--- src/verilog/segmented_local_bus_cfg.svh ---
// offsets, field positions, reset values and sizes of the receive bus pair
`ifndef SEGMENTED_LOCAL_BUS_CFG_SVH
`define SEGMENTED_LOCAL_BUS_CFG_SVH
`define SEGS 4
`define SEG_W 128
`define EMPTY_W 4
`define SEG_BYTES 5'h10
`define SERDES_LANES 10
`define APB_AW 8
`define REG_CTRL 8'h00
`define REG_SERDES_RST 8'h04
`define REG_STATUS 8'h08
`define REG_IRQ_STAT 8'h0c
`define REG_IRQ_MASK 8'h10
`define REG_PKT_COUNT 8'h14
`define CTRL_TX_RST 0
`define CTRL_RX_RST 1
`define CTRL_FULL_RST 2
`define CTRL_LOOPBACK 3
`define IRQ_PKT_END 0
`define IRQ_PKT_BAD 1
`define IRQ_RX_READY 2
`define CTRL_RESET 4'h0
`define SERDES_RST_RESET 10'h000
`define IRQ_MASK_RESET 3'h0
`endif

--- src/verilog/segmented_local_bus_pkg.sv ---
// types of the core end and the user end of the receive bus, each state type used by one end only
`include "segmented_local_bus_cfg.svh"
package segmented_local_bus_pkg;
    typedef logic [`SEGS-1:0][`SEG_W-1:0] seg_data_t;
    typedef logic [`SEGS-1:0][`EMPTY_W-1:0] seg_empty_t;
    // pin group that crosses into the core through two flops
    typedef struct packed {
        logic [1:0] xcvr;
        logic [2:0] lock;
        logic [`SERDES_LANES-1:0] serdes;
        logic [3:0] done;
    } pinset_t;
    typedef struct packed {
        pinset_t s1;
        pinset_t s2;
        logic [3:0] ctrl;
        logic [`SERDES_LANES-1:0] serdes_rst;
        logic [2:0] irq_stat;
        logic [2:0] irq_mask;
        logic [31:0] pkt_count;
        logic ready_prev;
        logic pready;
        logic [31:0] prdata;
        logic pslverr;
        logic irq;
        logic [`SEGS-1:0] valid;
        seg_data_t data;
        logic [`SEGS-1:0] first;
        logic [`SEGS-1:0] last;
        logic [`SEGS-1:0] bad;
        seg_empty_t empty;
        logic xcvr_tx;
        logic xcvr_rx;
        logic [`SERDES_LANES-1:0] lane_clk;
    } core_state_t;
    typedef enum logic [0:0] {
        PH_IDLE = 1'b0,
        PH_IN_PKT = 1'b1
    } usr_phase_t;
    typedef struct packed {
        logic [`SERDES_LANES+4:0] w1;
        logic [`SERDES_LANES+4:0] w2;
        logic [1:0] w3;
        usr_phase_t phase;
        logic [15:0] len;
        logic [15:0] last_len;
        logic [2:0] ends;
        logic [2:0] bad_ends;
        logic framing_err;
        logic [3:0] rst_req;
        logic [`SERDES_LANES-1:0] serdes_rst_req;
    } usr_state_t;
endpackage : segmented_local_bus_pkg
--- src/verilog/rx_segmented_local_bus_if.sv ---
// interface joining the core end and the user end of the receive bus
`timescale 1ns/100ps
`include "segmented_local_bus_cfg.svh"
interface rx_segmented_local_bus_if #(parameter int LANES = 10);
    localparam int CW = LANES;
    localparam int PW = (LANES == 10) ? 3 : 1;
    logic [`SEGS-1:0] rx_seg_valid;
    logic [`SEGS-1:0][`SEG_W-1:0] rx_seg_data;
    logic [`SEGS-1:0] rx_seg_first;
    logic [`SEGS-1:0] rx_seg_last;
    logic [`SEGS-1:0] rx_seg_bad;
    logic [`SEGS-1:0][`EMPTY_W-1:0] rx_seg_empty_bytes;
    logic tx_reset_done;
    logic rx_reset_done;
    logic [`SERDES_LANES-1:0] rx_serdes_reset_done;
    logic tx_reset_done_sync;
    logic rx_reset_done_sync;
    logic xcvr_tx_rst_complete;
    logic xcvr_rx_rst_complete;
    logic usr_tx_rst;
    logic usr_rx_rst;
    logic [`SERDES_LANES-1:0] usr_rx_serdes_rst;
    logic regmap_xcvr_full_rst;
    logic regmap_xcvr_loopback;
    logic [`SERDES_LANES-1:0] rx_serdes_clk;
    logic [`SERDES_LANES-1:0] rx_serdes_clk_in;
    logic [CW-1:0] pll_a_clk;
    logic [CW-1:0] pll_a_ref_clk;
    logic [CW-1:0] pll_b_clk;
    logic [CW-1:0] pll_b_ref_clk;
    logic [PW-1:0] pll_a_lock_in;
    logic [PW-1:0] pll_a_rst_out;
    logic [PW-1:0] pll_b_lock_in;
    logic [PW-1:0] pll_b_rst_out;
    modport dev (
        output rx_seg_valid, rx_seg_data, rx_seg_first, rx_seg_last,
        output rx_seg_bad, rx_seg_empty_bytes,
        output xcvr_tx_rst_complete, xcvr_rx_rst_complete,
        output usr_tx_rst, usr_rx_rst, usr_rx_serdes_rst,
        output regmap_xcvr_full_rst, regmap_xcvr_loopback,
        output rx_serdes_clk, pll_a_rst_out, pll_b_rst_out,
        input tx_reset_done, rx_reset_done, rx_serdes_reset_done,
        input tx_reset_done_sync, rx_reset_done_sync, rx_serdes_clk_in,
        input pll_a_clk, pll_a_ref_clk, pll_b_clk, pll_b_ref_clk,
        input pll_a_lock_in, pll_b_lock_in
    );
    modport usr (
        input rx_seg_valid, rx_seg_data, rx_seg_first, rx_seg_last,
        input rx_seg_bad, rx_seg_empty_bytes,
        input xcvr_tx_rst_complete, xcvr_rx_rst_complete,
        input usr_tx_rst, usr_rx_rst, usr_rx_serdes_rst,
        input regmap_xcvr_full_rst, regmap_xcvr_loopback,
        input rx_serdes_clk, pll_a_rst_out, pll_b_rst_out,
        output tx_reset_done, rx_reset_done, rx_serdes_reset_done,
        output tx_reset_done_sync, rx_reset_done_sync, rx_serdes_clk_in,
        output pll_a_clk, pll_a_ref_clk, pll_b_clk, pll_b_ref_clk,
        output pll_a_lock_in, pll_b_lock_in
    );
endinterface : rx_segmented_local_bus_if

--- src/verilog/rx_segmented_local_bus_core.sv ---
// core end: receive segment bus, reset ports and apb register map
`timescale 1ns/100ps
`include "segmented_local_bus_cfg.svh"
module rx_segmented_local_bus_core
    import segmented_local_bus_pkg::*;
#(
    parameter int LANES = 10,
    parameter int PLL_SEL = 0,
    parameter bit SIMPLEX_RX = 1'b0
)
(
    input wire logic pclk,
    input wire logic presetn,
    input wire logic [`APB_AW-1:0] paddr,
    input wire logic psel,
    input wire logic penable,
    input wire logic pwrite,
    input wire logic [31:0] pwdata,
    output logic pready,
    output logic [31:0] prdata,
    output logic pslverr,
    output logic irq,
    input wire logic [`SEGS-1:0] src_valid,
    input wire seg_data_t src_data,
    input wire logic [`SEGS-1:0] src_first,
    input wire logic [`SEGS-1:0] src_last,
    input wire logic [`SEGS-1:0] src_bad,
    input wire seg_empty_t src_empty,
    input wire logic xcvr_tx_done_raw,
    input wire logic xcvr_rx_done_raw,
    rx_segmented_local_bus_if.dev bus
);
    localparam int PW = (LANES == 10) ? 3 : 1;

    // only the two documented lane counts and two pll kinds exist
    if (!(LANES == 10 || LANES == 4) || !(PLL_SEL == 0 || PLL_SEL == 1))
    begin : bad_cfg
        $error("rx_segmented_local_bus_core: unsupported LANES or PLL_SEL");
    end

    core_state_t s;
    core_state_t next_s;
    pinset_t pins;
    logic [2:0] lock_pad;
    logic ready;
    logic wr;
    logic hit;
    logic [2:0] ev;
    logic [2:0] clr;
    logic [2:0] ends;

    always_comb
    begin
        lock_pad = 3'h0;
        if (PLL_SEL == 0)
            lock_pad[PW-1:0] = bus.pll_a_lock_in;
        else
            lock_pad[PW-1:0] = bus.pll_b_lock_in;
    end

    // wrapper done bits gathered for the crossing
    assign pins.done = {bus.rx_reset_done_sync, bus.tx_reset_done_sync,
                        bus.rx_reset_done, bus.tx_reset_done};
    assign pins.serdes = bus.rx_serdes_reset_done;
    assign pins.lock = lock_pad;
    assign pins.xcvr = {xcvr_rx_done_raw, xcvr_tx_done_raw};

    // simplex receive relies on the synced rx indication
    always_comb
    begin
        if (SIMPLEX_RX)
            ready = s.s2.done[3] && (&s.s2.serdes) && !s.ctrl[`CTRL_RX_RST];
        else
            ready = s.s2.done[0] && s.s2.done[1] && (&s.s2.serdes)
                && !s.ctrl[`CTRL_RX_RST];
    end

    assign wr = psel && penable && s.pready && pwrite;
    assign clr = (wr && paddr == `REG_IRQ_STAT) ? pwdata[2:0] : 3'h0;

    // address hit test; unaligned or unmapped gets pslverr
    always_comb
    begin
        case (paddr)
            `REG_CTRL, `REG_SERDES_RST, `REG_STATUS,
            `REG_IRQ_STAT, `REG_IRQ_MASK, `REG_PKT_COUNT: hit = 1'b1;
            default: hit = 1'b0;
        endcase
    end

    // next-state of the whole core
    always_comb
    begin
        next_s = s;
        next_s.s1 = pins;
        next_s.s2 = s.s1;
        next_s.ready_prev = ready;
        next_s.pready = 1'b0;
        next_s.pslverr = 1'b0;
        ends = 3'h0;
        // transceiver done bits re-timed and forwarded
        next_s.xcvr_tx = s.s2.xcvr[0];
        next_s.xcvr_rx = s.s2.xcvr[1];
        for (int i = 0; i < `SEGS; i++)
        begin
            // enables held low until reset complete
            next_s.valid[i] = src_valid[i] && ready;
            next_s.data[i] = src_data[i];
            next_s.first[i] = next_s.valid[i] && src_first[i];
            next_s.last[i] = next_s.valid[i] && src_last[i];
            // bad only with enable and last
            next_s.bad[i] = next_s.last[i] && src_bad[i];
            // empty count only on the closing transfer
            next_s.empty[i] = next_s.last[i] ? src_empty[i] : 4'h0;
            // bad packet clears the low three bits
            if (next_s.bad[i])
                next_s.empty[i][2:0] = 3'h0;
            ends = ends + {2'h0, next_s.last[i]};
        end
        ev[`IRQ_PKT_END] = |next_s.last;
        ev[`IRQ_PKT_BAD] = |next_s.bad;
        ev[`IRQ_RX_READY] = ready && !s.ready_prev;
        next_s.pkt_count = s.pkt_count + {29'h0, ends};
        // lane clocks stop while their serdes reset is held
        for (int i = 0; i < `SERDES_LANES; i++)
        begin
            next_s.lane_clk[i] = s.serdes_rst[i] ? 1'b0 : !s.lane_clk[i];
        end
        // apb setup cycle: fetch read data, answer in access phase
        if (psel && !penable)
        begin
            next_s.pready = 1'b1;
            next_s.pslverr = !hit;
            case (paddr)
                `REG_CTRL: next_s.prdata = {28'h0, s.ctrl};
                `REG_SERDES_RST: next_s.prdata = {22'h0, s.serdes_rst};
                `REG_STATUS: next_s.prdata = {12'h0, s.s2.lock,
                    s.s2.serdes, s.s2.xcvr, ready, s.s2.done};
                `REG_IRQ_STAT: next_s.prdata = {29'h0, s.irq_stat};
                `REG_IRQ_MASK: next_s.prdata = {29'h0, s.irq_mask};
                `REG_PKT_COUNT: next_s.prdata = s.pkt_count;
                default: next_s.prdata = 32'h0;
            endcase
        end
        if (wr)
        begin
            case (paddr)
                // user resets; full reset and loopback
                `REG_CTRL: next_s.ctrl = pwdata[3:0];
                `REG_SERDES_RST: next_s.serdes_rst = pwdata[9:0];
                `REG_IRQ_MASK: next_s.irq_mask = pwdata[2:0];
                default: next_s.irq_mask = s.irq_mask;
            endcase
        end
        // a new event beats a write-one clear in the same cycle
        next_s.irq_stat = (s.irq_stat & ~clr) | ev;
        next_s.irq = |(next_s.irq_stat & next_s.irq_mask);
    end

    // single state register
    always_ff @(posedge pclk or negedge presetn)
    begin
        if (!presetn)
        begin
            s <= '0;
            s.ctrl <= `CTRL_RESET;
            s.serdes_rst <= `SERDES_RST_RESET;
            s.irq_mask <= `IRQ_MASK_RESET;
        end
        else
            s <= next_s;
    end

    assign pready = s.pready;
    assign prdata = s.prdata;
    assign pslverr = s.pslverr;
    assign irq = s.irq;

    // every segment flag comes from the qualified copy; rx_seg_data is registered from src_data unqualified
    assign bus.rx_seg_valid = s.valid;
    assign bus.rx_seg_data = s.data;
    assign bus.rx_seg_first = s.first;
    assign bus.rx_seg_last = s.last;
    assign bus.rx_seg_bad = s.bad;
    assign bus.rx_seg_empty_bytes = s.empty;
    assign bus.xcvr_tx_rst_complete = s.xcvr_tx;
    assign bus.xcvr_rx_rst_complete = s.xcvr_rx;
    assign bus.usr_tx_rst = s.ctrl[`CTRL_TX_RST];
    assign bus.usr_rx_rst = s.ctrl[`CTRL_RX_RST];
    assign bus.usr_rx_serdes_rst = s.serdes_rst;
    assign bus.regmap_xcvr_full_rst = s.ctrl[`CTRL_FULL_RST];
    assign bus.regmap_xcvr_loopback = s.ctrl[`CTRL_LOOPBACK];
    assign bus.rx_serdes_clk = s.lane_clk;
    // only the chosen pll gets its reset
    assign bus.pll_a_rst_out = (PLL_SEL == 0) ?
        {PW{s.ctrl[`CTRL_FULL_RST]}} : {PW{1'b0}};
    assign bus.pll_b_rst_out = (PLL_SEL == 1) ?
        {PW{s.ctrl[`CTRL_FULL_RST]}} : {PW{1'b0}};
endmodule : rx_segmented_local_bus_core

--- src/flat_wrapper.sv ---
// flat-port wrapper written by rule: the top's interface ports become plain ports
module rx_segmented_local_bus_core_flat import segmented_local_bus_pkg::*;
#(
    parameter int LANES = 10,
    parameter int PLL_SEL = 0,
    parameter bit SIMPLEX_RX = 1'b0
)
  (pclk, presetn, paddr, psel, penable, pwrite, pwdata, pready, prdata, pslverr, irq, src_valid, src_data, src_first, src_last, src_bad, src_empty, xcvr_tx_done_raw, xcvr_rx_done_raw, bus_rx_seg_valid, bus_rx_seg_data, bus_rx_seg_first, bus_rx_seg_last, bus_rx_seg_bad, bus_rx_seg_empty_bytes, bus_xcvr_tx_rst_complete, bus_xcvr_rx_rst_complete, bus_usr_tx_rst, bus_usr_rx_rst, bus_usr_rx_serdes_rst, bus_regmap_xcvr_full_rst, bus_regmap_xcvr_loopback, bus_rx_serdes_clk, bus_pll_a_rst_out, bus_pll_b_rst_out, bus_tx_reset_done, bus_rx_reset_done, bus_rx_serdes_reset_done, bus_tx_reset_done_sync, bus_rx_reset_done_sync, bus_rx_serdes_clk_in, bus_pll_a_clk, bus_pll_a_ref_clk, bus_pll_b_clk, bus_pll_b_ref_clk, bus_pll_a_lock_in, bus_pll_b_lock_in);
  rx_segmented_local_bus_if #(.LANES(LANES)) bus_i ();
  input wire logic pclk;
  input wire logic presetn;
  input wire logic [`APB_AW-1:0] paddr;
  input wire logic psel;
  input wire logic penable;
  input wire logic pwrite;
  input wire logic [31:0] pwdata;
  output logic pready;
  output logic [31:0] prdata;
  output logic pslverr;
  output logic irq;
  input wire logic [`SEGS-1:0] src_valid;
  input wire seg_data_t src_data;
  input wire logic [`SEGS-1:0] src_first;
  input wire logic [`SEGS-1:0] src_last;
  input wire logic [`SEGS-1:0] src_bad;
  input wire seg_empty_t src_empty;
  input wire logic xcvr_tx_done_raw;
  input wire logic xcvr_rx_done_raw;
  output wire logic [$bits(bus_i.rx_seg_valid)-1:0] bus_rx_seg_valid;
  output wire logic [$bits(bus_i.rx_seg_data)-1:0] bus_rx_seg_data;
  output wire logic [$bits(bus_i.rx_seg_first)-1:0] bus_rx_seg_first;
  output wire logic [$bits(bus_i.rx_seg_last)-1:0] bus_rx_seg_last;
  output wire logic [$bits(bus_i.rx_seg_bad)-1:0] bus_rx_seg_bad;
  output wire logic [$bits(bus_i.rx_seg_empty_bytes)-1:0] bus_rx_seg_empty_bytes;
  output wire logic [$bits(bus_i.xcvr_tx_rst_complete)-1:0] bus_xcvr_tx_rst_complete;
  output wire logic [$bits(bus_i.xcvr_rx_rst_complete)-1:0] bus_xcvr_rx_rst_complete;
  output wire logic [$bits(bus_i.usr_tx_rst)-1:0] bus_usr_tx_rst;
  output wire logic [$bits(bus_i.usr_rx_rst)-1:0] bus_usr_rx_rst;
  output wire logic [$bits(bus_i.usr_rx_serdes_rst)-1:0] bus_usr_rx_serdes_rst;
  output wire logic [$bits(bus_i.regmap_xcvr_full_rst)-1:0] bus_regmap_xcvr_full_rst;
  output wire logic [$bits(bus_i.regmap_xcvr_loopback)-1:0] bus_regmap_xcvr_loopback;
  output wire logic [$bits(bus_i.rx_serdes_clk)-1:0] bus_rx_serdes_clk;
  output wire logic [$bits(bus_i.pll_a_rst_out)-1:0] bus_pll_a_rst_out;
  output wire logic [$bits(bus_i.pll_b_rst_out)-1:0] bus_pll_b_rst_out;
  input wire logic [$bits(bus_i.tx_reset_done)-1:0] bus_tx_reset_done;
  input wire logic [$bits(bus_i.rx_reset_done)-1:0] bus_rx_reset_done;
  input wire logic [$bits(bus_i.rx_serdes_reset_done)-1:0] bus_rx_serdes_reset_done;
  input wire logic [$bits(bus_i.tx_reset_done_sync)-1:0] bus_tx_reset_done_sync;
  input wire logic [$bits(bus_i.rx_reset_done_sync)-1:0] bus_rx_reset_done_sync;
  input wire logic [$bits(bus_i.rx_serdes_clk_in)-1:0] bus_rx_serdes_clk_in;
  input wire logic [$bits(bus_i.pll_a_clk)-1:0] bus_pll_a_clk;
  input wire logic [$bits(bus_i.pll_a_ref_clk)-1:0] bus_pll_a_ref_clk;
  input wire logic [$bits(bus_i.pll_b_clk)-1:0] bus_pll_b_clk;
  input wire logic [$bits(bus_i.pll_b_ref_clk)-1:0] bus_pll_b_ref_clk;
  input wire logic [$bits(bus_i.pll_a_lock_in)-1:0] bus_pll_a_lock_in;
  input wire logic [$bits(bus_i.pll_b_lock_in)-1:0] bus_pll_b_lock_in;
  assign bus_rx_seg_valid = bus_i.rx_seg_valid;
  assign bus_rx_seg_data = bus_i.rx_seg_data;
  assign bus_rx_seg_first = bus_i.rx_seg_first;
  assign bus_rx_seg_last = bus_i.rx_seg_last;
  assign bus_rx_seg_bad = bus_i.rx_seg_bad;
  assign bus_rx_seg_empty_bytes = bus_i.rx_seg_empty_bytes;
  assign bus_xcvr_tx_rst_complete = bus_i.xcvr_tx_rst_complete;
  assign bus_xcvr_rx_rst_complete = bus_i.xcvr_rx_rst_complete;
  assign bus_usr_tx_rst = bus_i.usr_tx_rst;
  assign bus_usr_rx_rst = bus_i.usr_rx_rst;
  assign bus_usr_rx_serdes_rst = bus_i.usr_rx_serdes_rst;
  assign bus_regmap_xcvr_full_rst = bus_i.regmap_xcvr_full_rst;
  assign bus_regmap_xcvr_loopback = bus_i.regmap_xcvr_loopback;
  assign bus_rx_serdes_clk = bus_i.rx_serdes_clk;
  assign bus_pll_a_rst_out = bus_i.pll_a_rst_out;
  assign bus_pll_b_rst_out = bus_i.pll_b_rst_out;
  assign bus_i.tx_reset_done = bus_tx_reset_done;
  assign bus_i.rx_reset_done = bus_rx_reset_done;
  assign bus_i.rx_serdes_reset_done = bus_rx_serdes_reset_done;
  assign bus_i.tx_reset_done_sync = bus_tx_reset_done_sync;
  assign bus_i.rx_reset_done_sync = bus_rx_reset_done_sync;
  assign bus_i.rx_serdes_clk_in = bus_rx_serdes_clk_in;
  assign bus_i.pll_a_clk = bus_pll_a_clk;
  assign bus_i.pll_a_ref_clk = bus_pll_a_ref_clk;
  assign bus_i.pll_b_clk = bus_pll_b_clk;
  assign bus_i.pll_b_ref_clk = bus_pll_b_ref_clk;
  assign bus_i.pll_a_lock_in = bus_pll_a_lock_in;
  assign bus_i.pll_b_lock_in = bus_pll_b_lock_in;
  rx_segmented_local_bus_core #(.LANES(LANES), .PLL_SEL(PLL_SEL), .SIMPLEX_RX(SIMPLEX_RX)) u_core (.pclk(pclk), .presetn(presetn), .paddr(paddr), .psel(psel), .penable(penable), .pwrite(pwrite), .pwdata(pwdata), .pready(pready), .prdata(prdata), .pslverr(pslverr), .irq(irq), .src_valid(src_valid), .src_data(src_data), .src_first(src_first), .src_last(src_last), .src_bad(src_bad), .src_empty(src_empty), .xcvr_tx_done_raw(xcvr_tx_done_raw), .xcvr_rx_done_raw(xcvr_rx_done_raw), .bus(bus_i));
endmodule
--- config.mk ---
export PLATFORM = sky130hd
export DESIGN_NAME = rx_segmented_local_bus_core_flat
export DESIGN_NICKNAME = d
export VERILOG_FILES = /design/src/verilog/segmented_local_bus_pkg.sv /design/src/verilog/rx_segmented_local_bus_if.sv /design/src/verilog/rx_segmented_local_bus_core.sv /design/src/flat_wrapper.sv
export VERILOG_INCLUDE_DIRS = /design/src /design/src/verilog
export SDC_FILE = /design/constraint.sdc
export NUM_CORES = 1
export LEC_CHECK = 0
export BUFFER_PORTS_ARGS = -buffer_cell sky130_fd_sc_hd__buf_2
export CORE_AREA = 2 2 499 501
export DETAILED_ROUTE_END_ITERATION = 8
export DIE_AREA = 0 0 501 503
export GPL_TIMING_DRIVEN = 1
export HOLD_SLACK_MARGIN = 0.12
export PLACE_DENSITY_LB_ADDON = 0.3
export REMOVE_ABC_BUFFERS = 1
export SYNTH_ARGS = -nofsm -noshare
export SYNTH_HDL_FRONTEND = slang
export SYNTH_SLANG_ARGS = --single-unit
--- constraint.sdc ---
create_clock -name pclk -period 4.4 [get_ports pclk]
set_input_delay 1.1 -clock pclk [delete_from_list [all_inputs] [get_ports pclk]]
set_output_delay 1.1 -clock pclk [all_outputs]
set_load 0.02 [all_outputs]
## Yosys cells after proc, flatten, opt, wreduce, memory -nomap -nowiden

Index checks and enable logic that the tools add are counted.

- Bits in latches: 0
- Bits in registers: 682
- Bits in writable memories: 0
- Output and inout bits: 611
- Memories kept: 0
- ROM bits: 0

- $add $sub $neg: 4
- Bitwise logic cells: 4
- Shift-type cells: 0
- $lt $le $gt $ge: 0
- $mul: 0
- Divide/modulo/power cells: 0
- Equality and inequality tests: 5
- Multiplexer cells: 24
- Reduce and logical (&&, ||, !) cells: 47

Operators with widths:

| cell | number |
|---|---|
| one-hot mux 32 bit (6 select lines) | 1 |
| 2-to-1 mux 34 bit | 1 |
| adder 32 x 3 -> 32 bit | 1 |
| logical AND 1 bit | 25 |
| 2-to-1 mux 3 bit | 7 |
| equality test 8 x 4 -> 1 bit (second input constant) | 2 |
| equality test 8 x 5 -> 1 bit (second input constant) | 2 |
| 2-to-1 mux 4 bit | 4 |
| logical NOT 1 bit | 14 |
| 2-to-1 mux 1 bit | 11 |
| AND reduction 10 bit | 1 |
| equality test 8 x 3 -> 1 bit (second input constant) | 1 |
| logical NOT 8 bit | 1 |
| OR reduction 4 bit | 2 |
| adder 3 x 1 -> 3 bit | 2 |
| AND 3 bit | 2 |
| OR reduction 6 bit | 1 |
| AND reduction 2 bit | 2 |
| NOT 3 bit | 1 |
| bitwise OR 3 bit | 1 |
| OR reduction 3 bit | 1 |
| adder 1 x 1 -> 2 bit | 1 |

## Depth between registers and ports, before layout

Gate-level depths: netlist of the first run.

- Depth in word-level cells: 10
- Depth in mapped cells: 13
- Gate-level depth less buffers: 13

## Worst setup path before layout of the first run

OpenSTA, ideal clock, no wires.

- Kind: reg-to-reg
- Start point: reg u_core.s, in the netlist u_core.bus.usr_rx_rst
- End point: reg u_core.s[616] (netlist name)
- Slack: 0.141 ns
- Period minus slack after synthesis: 4.259 ns
- Cell stages (with the launch flop): 14
- Arrival time: 4.179 ns
- Data required time: 4.321 ns
- Path through: dfrtp_1 nand4b_1 nor4_1 and3_1 ha_1 fa_1 ha_1 inv_1 fa_1 nand2b_1 a21boi_1 or3b_2 nor2_1 xor2_1

RTL lines:

| item | line | RTL |
|---|---|---|
| start: declaration | rx_segmented_local_bus_core.sv:41 | `core_state_t s;` |
| start signal: assignment | rx_segmented_local_bus_core.sv:171 | `s <= next_s;` |

==> results of run 1 <==
==> timing repair <==
| action | CTS | global route |
|---|---|---|
| hold buffers | 0 | 0 |
| resized for setup | 0 | 3 |
| buffers inserted | 0 | 0 |
| setup endpoints to repair | 0 | 5 |
==> registers in the layout, summed over array words and instances, names as in the netlist <==
| signal | flops |
|---|---|
| u_core.bus.rx_seg_bad | 4 |
| u_core.bus.pll_a_rst_out | 1 |
| u_core.bus.rx_serdes_clk | 10 |
| u_core.bus.rx_seg_first | 4 |
| u_core.irq | 1 |
| u_core.prdata | 32 |
| u_core.bus.regmap_xcvr_loopback | 1 |
| u_core.bus.xcvr_tx_rst_complete | 1 |
| u_core.bus.usr_rx_rst | 1 |
| u_core.pready | 1 |
| u_core.pslverr | 1 |
| u_core.bus.rx_seg_last | 4 |
| u_core.bus.rx_seg_data | 512 |
| u_core.bus.xcvr_rx_rst_complete | 1 |
| u_core.bus.usr_tx_rst | 1 |
| u_core.next_s | 21 |
| u_core.bus.rx_seg_valid | 4 |
| u_core.bus.rx_seg_empty_bytes | 16 |
| u_core.s | 56 |
| u_core.bus.usr_rx_serdes_rst | 10 |
==> layout make-up <==
class / instances / share of cell area [%]
diodes: 67 / 0.5069
flip-flops and latches: 682 / 51.60
repair buffers: 1245 / 19.57
multi-input cells: 324 / 6.526
inverters: 13 / 0.1475
clock buffers: 118 / 7.702
well taps: 3237 / 12.25
clock inverters: 44 / 1.702
==> power by group <==
part	internal (mW)	switching, mW
Clock	4.53	3.19
Sequential	6.54	0.0944
Combinational	0.390	0.867
==> worst max-delay path, cell delays in order (launching register included) <==
cell and delay (ns):
dfrtp_1 0.38, nand4b_1 0.22, nor4_4 0.29, buf_12 0.20, and3_1 0.22, ha_1 0.26
fa_1 0.37, ha_1 0.31, inv_1 0.06, fa_1 0.42, nand2b_1 0.22, buf_4 0.16
a2111oi_1 0.41, buf_4 0.18, nand2_1 0.07, xnor2_1 0.14
==> per-layer routing <==
metal	vias to the layer above	share of wire, %	global-route usage, %	wire length, um
li1	6150	-	-	-
met1	7298	29	10.76	45710
met2	1219	48	20.80	77140
met3	468	19	10.52	30850
met4	128	3.4	3.876	5484
met5	-	0.53	0	854
==> logic make-up after synthesis <==
logic type | Yosys count | share of synthesized area, %
compound gates | 60 | 1.628
xor+xnor | 30 | 1.103
fa+ha+maj | 8 | 0.4832
buf+inv | 632 | 19.52
flops | 682 | 71.64
mux | 24 | 1.360
other cells | 1 | 0.01574
simple gates | 199 | 4.249
==> synthesized netlist by cell type (2+ instances only) <==
| cell type | count | area [um^2] |
|---|---|---|
| dfrtp_1 | 682 | 17070 |
| buf_4 | 602 | 4519 |
| nand2_1 | 66 | 247.7 |
| nand3_1 | 29 | 145.1 |
| nor2_1 | 25 | 93.84 |
| and2_1 | 24 | 150.1 |
| o21ai_0 | 20 | 100.1 |
| a22oi_1 | 15 | 112.6 |
| xnor2_1 | 15 | 131.4 |
| xor2_1 | 15 | 131.4 |
| and3_1 | 13 | 81.33 |
| inv_1 | 13 | 48.80 |
| clkbuf_1 | 12 | 45.04 |
| a21oi_1 | 10 | 50.05 |
| mux2_4 | 10 | 150.1 |
| nor3_1 | 9 | 45.04 |
| nand4_1 | 8 | 50.05 |
| mux2_2 | 7 | 78.83 |
| ha_1 | 6 | 75.07 |
| a21o_1 | 5 | 37.54 |
| mux2i_1 | 5 | 50.05 |
| nand2b_1 | 4 | 25.02 |
| and4_1 | 3 | 26.28 |
| a21boi_1 | 2 | 15.01 |
| buf_2 | 2 | 10.01 |
| buf_6 | 2 | 22.52 |
| fa_1 | 2 | 40.04 |
| mux4_2 | 2 | 45.04 |
| nor2b_1 | 2 | 12.51 |
| nor4_1 | 2 | 12.51 |
| nor4b_1 | 2 | 17.52 |
| or2_2 | 2 | 12.51 |
| or3_1 | 2 | 12.51 |
==> metrics by stage <==
stage / setup TNS, ns / worst slack [ns]
after floorplan: -1.504 / -0.3021
after global placement: 0 / 0.1360
after detailed placement: 0 / 0.09666
after CTS: 0 / 0.1494
after global routing: 0 / 0.0005556
final: 0 / 0.2968
==> how the worst max path moves through the flow <==
stage | start | end | slack [ns] | cells after the start
floorplan | u_core.bus.usr_rx_rst | u_core.s[616] | -0.30 | 13
global placement | src_last[0] | u_core.s[618] | 0.14 | 14
detailed placement | src_last[0] | u_core.s[608] | 0.1 | 13
CTS | u_core.bus.usr_rx_rst | u_core.s[608] | 0.15 | 15
global route | u_core.s[654] | u_core.s[608] | 0.0006 | 15
finish | u_core.bus.usr_rx_rst | u_core.s[608] | 0.30 | 15
==> metrics.md, run 1 <==
| Metric | Value |
|---|---|
| Status | finished, final reports clean |
| Peak VDD IR | roughly 0.26 mV |
| Gp weighted congestion | 0.9475 |
| # setup viols final | 0 |
| CTS Buf Count | 89 |
| Grt ovf | 0 |
| Most used DFF post-synth | dfrtp_1 |
| Hold endpoint | u_core.s[658] |
| Via count | 15,260 |
| Total power | 15.61 mW |
| Die span in x | 501 um |
| Yosys reg bits | 682 |
| Max Root-Sink Buffers | 3 |
| Pleak | 15.78 nW |
| # IOs | 1,272 |
| Area of the multi-input gates | 2158 um^2 |
| Hold_sp | u_core.next_s[658] |
| Hold crit path type | reg -> reg |
| Maximum clock frequency | about 240 MHz |
| # DRC | 0 |
| Syn Area/Cell | 14.56 um^2 |
| DP Area | 29,780 um^2 |
| Final Instance Area | around 33,000 um^2 |
| FF/Latch Area | 17,070 um^2 |
| Share of layout cells above drive strength 1 | 58.94% |
| Final core utilization | 13.39% |
| Initial core utilization | 9.642% |
| Clk_skew | 0.04341 ns |
| Dpl cells | between 5,000 and 6,000 |
| DRT Pass-1 Iters | 4 |
| GRT Total Usage | 12.34% |
| Clk root buf | clkbuf_16 |
| CTS Sinks | 682 |
| Final wirelength | 160,000 um |
| Crit. End Element | flop |
| Core area | 247,100 um^2 |
| Largest net degree at the start of global routing | just over 90 |
| Area Growth Syn to Fin | 38.84% |
| MaxCap Viol Count | 0 |
| Site Rows | 183 |
| First-pass GRT wire length | 193,500 um |
| Crit path max fanout | 17 |
| Worst r2r dst | u_core.s[608] |
| Initial antenna violation count | roughly 280 |
| Pwr dens | 471.9 nW/um^2 |
| Crit Path Class | reg -> reg |
| Final period util | between 90% and 100% |
| Worst skew pair latency | between 0.7 and 0.8 ns |
| Routed length per placed instance | 27.93 um |
| R2R Setup Slk | a little under 0.3 ns |
| Register-to-Register Path Depth | 15 |
| Slew @ Worst Pin | 0.8267 ns |
| Cell Area, Synth | 23,820 um^2 |
| Distinct cell type count of the synthesized netlist | 51 |
| Die ar. | 252,000 um^2 |
| IO Port Bufs | approximately 1,200 |
| Avg Vias per Cell | 2.664 |
| Critical Path RT | 4.97 ns |
| Worst Path Arrival | between 4 and 5 ns |
| Worst relative slew slack | 44.88% |
| Vias in the first global route | 15,730 |
| Register area share after synthesis | a little under three quarters |
| Syn Inst Count | 1,636 |
| Hold_ws | 0.3459 ns |
| CTS tree | yes |
| Final Hold Fails | 0 |
| Htree depth | 3 |
| 1st-iter DRT viols | 981 |
| FFs w/ async S/R, synth | 100.0% |
| Chip height | 503 um |
| Most frequent cells in the layout | 1,192 x buf_2, 682 x dfrtp_1, 90 x clkbuf_16 |
| Layout fillers | about 28,000 |
| Reg2reg start | u_core.bus.usr_rx_rst |
| HPWL Detailed | 140,400 um |
| RSZ-0062 raised after global routing | false |
| Finished Layout Cells | 5,730 |
| Pins Over Slew Limit | 0 |
| EDFF count, synth | 0 |
| Reg clk slew, reported paths | 0.06 ns |
| Most common cell after layout, fill and taps aside | buf_2 |
| ANT nets after route | 0 |
| Synth Warn # | 0 |
| Worst setup SP type | flop |
| Hold depth | 0 |
| Fin nets | 3,024 |
| Final min period | 4.103 ns |
Note: power is estimated with default switching activity, not from simulation.
==> run 2: changes to the inputs <==
--- a/config.mk
+++ b/config.mk
@@ -11,7 +11,6 @@
 export DETAILED_ROUTE_END_ITERATION = 8
 export DIE_AREA = 0 0 501 503
 export GPL_TIMING_DRIVEN = 1
-export HOLD_SLACK_MARGIN = 0.12
 export PLACE_DENSITY_LB_ADDON = 0.3
 export REMOVE_ABC_BUFFERS = 1
 export SYNTH_ARGS = -nofsm -noshare
==> constraint.sdc (replaced) <==
create_clock -name pclk -period 3.3 [get_ports pclk]
set_input_delay 0.33 -clock pclk [delete_from_list [all_inputs] [get_ports pclk]]
set_output_delay 0.33 -clock pclk [all_outputs]
set_load 0.02 [all_outputs]
==> metrics.md, run 2 (synthesized netlist as in run 1, its figures left out) <==
| Metric | Value |
|---|---|
| Hold endpoint | u_core.prdata[1] |
| Die span in x | roughly 500 um |
| Flip-flop count of the largest register after layout | 512 |
| Worst skew pair latency | 0.72 ns |
| Pins Over Slew Limit | 0 |
| Via count | 17,500 |
| GRT Total Usage | 12.59% |
| Largest net degree at the start of global routing | 94 |
| CTS tree | yes |
| DRT Pass-1 Iters | 5 |
| Fin nets | 3,623 |
| # setup viols final | 20 |
| ANT nets after route | 0 |
| Area Growth Syn to Fin | 65.05% |
| Hold_ws | roughly 0.12 ns |
| Final Instance Area | ~39,000 um^2 |
| Reg clk slew, reported paths | ~0.06 ns |
| Final Hold Fails | 0 |
| Cells along the critical path | nand4b_1 -> nor4_2 -> buf_4 -> and3_4 -> ha_4 -> fa_2 -> ha_4 -> inv_2 -> fa_2 -> nand2b_4 -> a21boi_4 -> or3b_4 -> nor2_4 -> xor2_1 |
| Clk root buf | clkbuf_16 |
| Status | complete, but fails checks |
| Reg2reg start | u_core.bus.usr_rx_rst |
| Setup TNS | -2.539 ns |
| RSZ-0062 raised after global routing | true |
| IO Port Bufs | 1,193 |
| Pleak | 18.45 nW |
| # DRC | 0 |
| Initial core utilization | under 10% |
| HPWL Detailed | 141,100 um |
| Slew @ Worst Pin | 0.6933 ns |
| Clk_skew | 0.04197 ns |
| Hold crit path type | in -> reg |
| R2R Setup Slk | -0.26 ns |
| Dpl ws | -0.6553 ns |
| Crit path max fanout | 4 |
| 1st-iter DRT viols | 924 |
| First-pass GRT wire length | slightly above 200,000 um |
| CTS Buf Count | 88 |
| Most frequent cells in the layout | 1,192 x buf_2, 682 x dfrtp_1, 580 x dlygate4sd3_1 |
| Total power | 21.42 mW |
| Final min period | between 3 and 4 ns |
| Worst r2r dst | u_core.s[616] |
| Final wirelength | 163,900 um |
| Worst Path Arrival | 4.18 ns |
| CP startpoint | u_core.bus.usr_rx_rst |
| Initial antenna violation count | approximately 230 |
| Final setup margin | -0.2577 ns |
| Gp weighted congestion | 0.9370 |
| Htree depth | 3 |
| Max Root-Sink Buffers | 3 |
| Register-to-Register Path Depth | 14 |
| Grt ovf | 0 |
| Die ar. | 252,000 um^2 |
| Hold_sp | paddr[1] |
| Vias in the first global route | ~19,000 |
| Pwr dens | 544.7 nW/um^2 |
| Chip height | slightly above 500 um |
| Site Rows | 183 |
| Final period util | 107.8% |
| Failing checks | negative setup slack |
| Core area | 247,100 um^2 |
| Routed length per placed instance | ~26 um |
| MaxCap Viol Count | 0 |
| Crit Path Class | reg -> reg |
| Hold depth | 3 |
| Most common cell after layout, fill and taps aside | buf_2 |
| Peak VDD IR | 0.3926 mV |
| Avg Vias per Cell | 2.752 |
| Crit. End Element | flop |
| Share of layout cells above drive strength 1 | 49.01% |
| CTS Sinks | slightly below 700 |
| Slowest CP cell | fa_2 |
| DP Area | 29,890 um^2 |
| Maximum clock frequency | 281.1 MHz |
| # IOs | 1,272 |
| Worst relative slew slack | 53.78% |
| Worst setup SP type | flop |
| Critical Path RT | 3.93 ns |
| Crit-path max cell delay | between 0.5 and 0.6 ns |
[run 2: what timing repair did]
item                       CTS  global route
pin swaps                   18            23
hold buffers               580             0
setup endpoints to repair   27            28
buffers inserted             3             5
resized for setup           34            27
hold endpoints to repair   648             0
[run 2: critical path, delay by kind of cell (launching register included)]
family | cells | cell delay [ns]
buffers and inverters | 2 | 0.24
flip-flops | 1 | 0.37
adder cells (fa/ha/maj) | 4 | 1.21
XOR/XNOR | 1 | 0.14
AND/OR/NAND/NOR | 6 | 1.36
AO/OA/AOI/OAI | 1 | 0.15
[run 2: layer usage]
| layer | track usage, % | vias up | wire length [um] |
|---|---|---|---|
| met4 | 3.472 | 92 | 5198 |
| met5 | 0 | - | 590 |
| li1 | - | 7379 | - |
| met2 | 21.59 | 1136 | 79850 |
| met1 | 13.65 | 8515 | 59600 |
| met3 | 6.246 | 381 | 18650 |
[run 2: worst max path at each step]
stage	endpoint	slack, ns	cells past startpoint
4_1_cts	u_core.s[616]	-0.35	14
2_1_floorplan	u_core.s[616]	-1.40	13
3_5_place_dp	u_core.s[616]	-0.66	14
3_3_place_gp	u_core.s[614]	-0.69	14
6_report	u_core.s[616]	-0.26	14
5_1_grt	u_core.s[614]	-0.41	14
[run 2: cell type report]
type | count | area (um^2)
multi-input cells | 324 | 2425
clock buffers | 120 | 2545
diodes | 96 | 240.2
repair buffers | 1845 | 12460
well taps | 3237 | 4050
inverters | 13 | 48.80
fillers | 27420 | 207700
clock inverters | 42 | 483.0
flip-flops and latches | 682 | 17070
[run 2: through the flow]
stage	util, %	std cells
4_1_cts	15.75	6258
2_1_floorplan	-	1019
5_1_grt	15.86	6302
3_5_place_dp	12.10	5514
6_report	15.91	6359
3_3_place_gp	12.10	5514
[run 2: where the power goes]
part	total [mW]	internal (mW)	leakage [nW]	switching (mW)
logic	2.42	0.972	8.80	1.44
registers	8.85	8.72	8.18	0.128
clock network	10.2	5.93	1.47	4.22
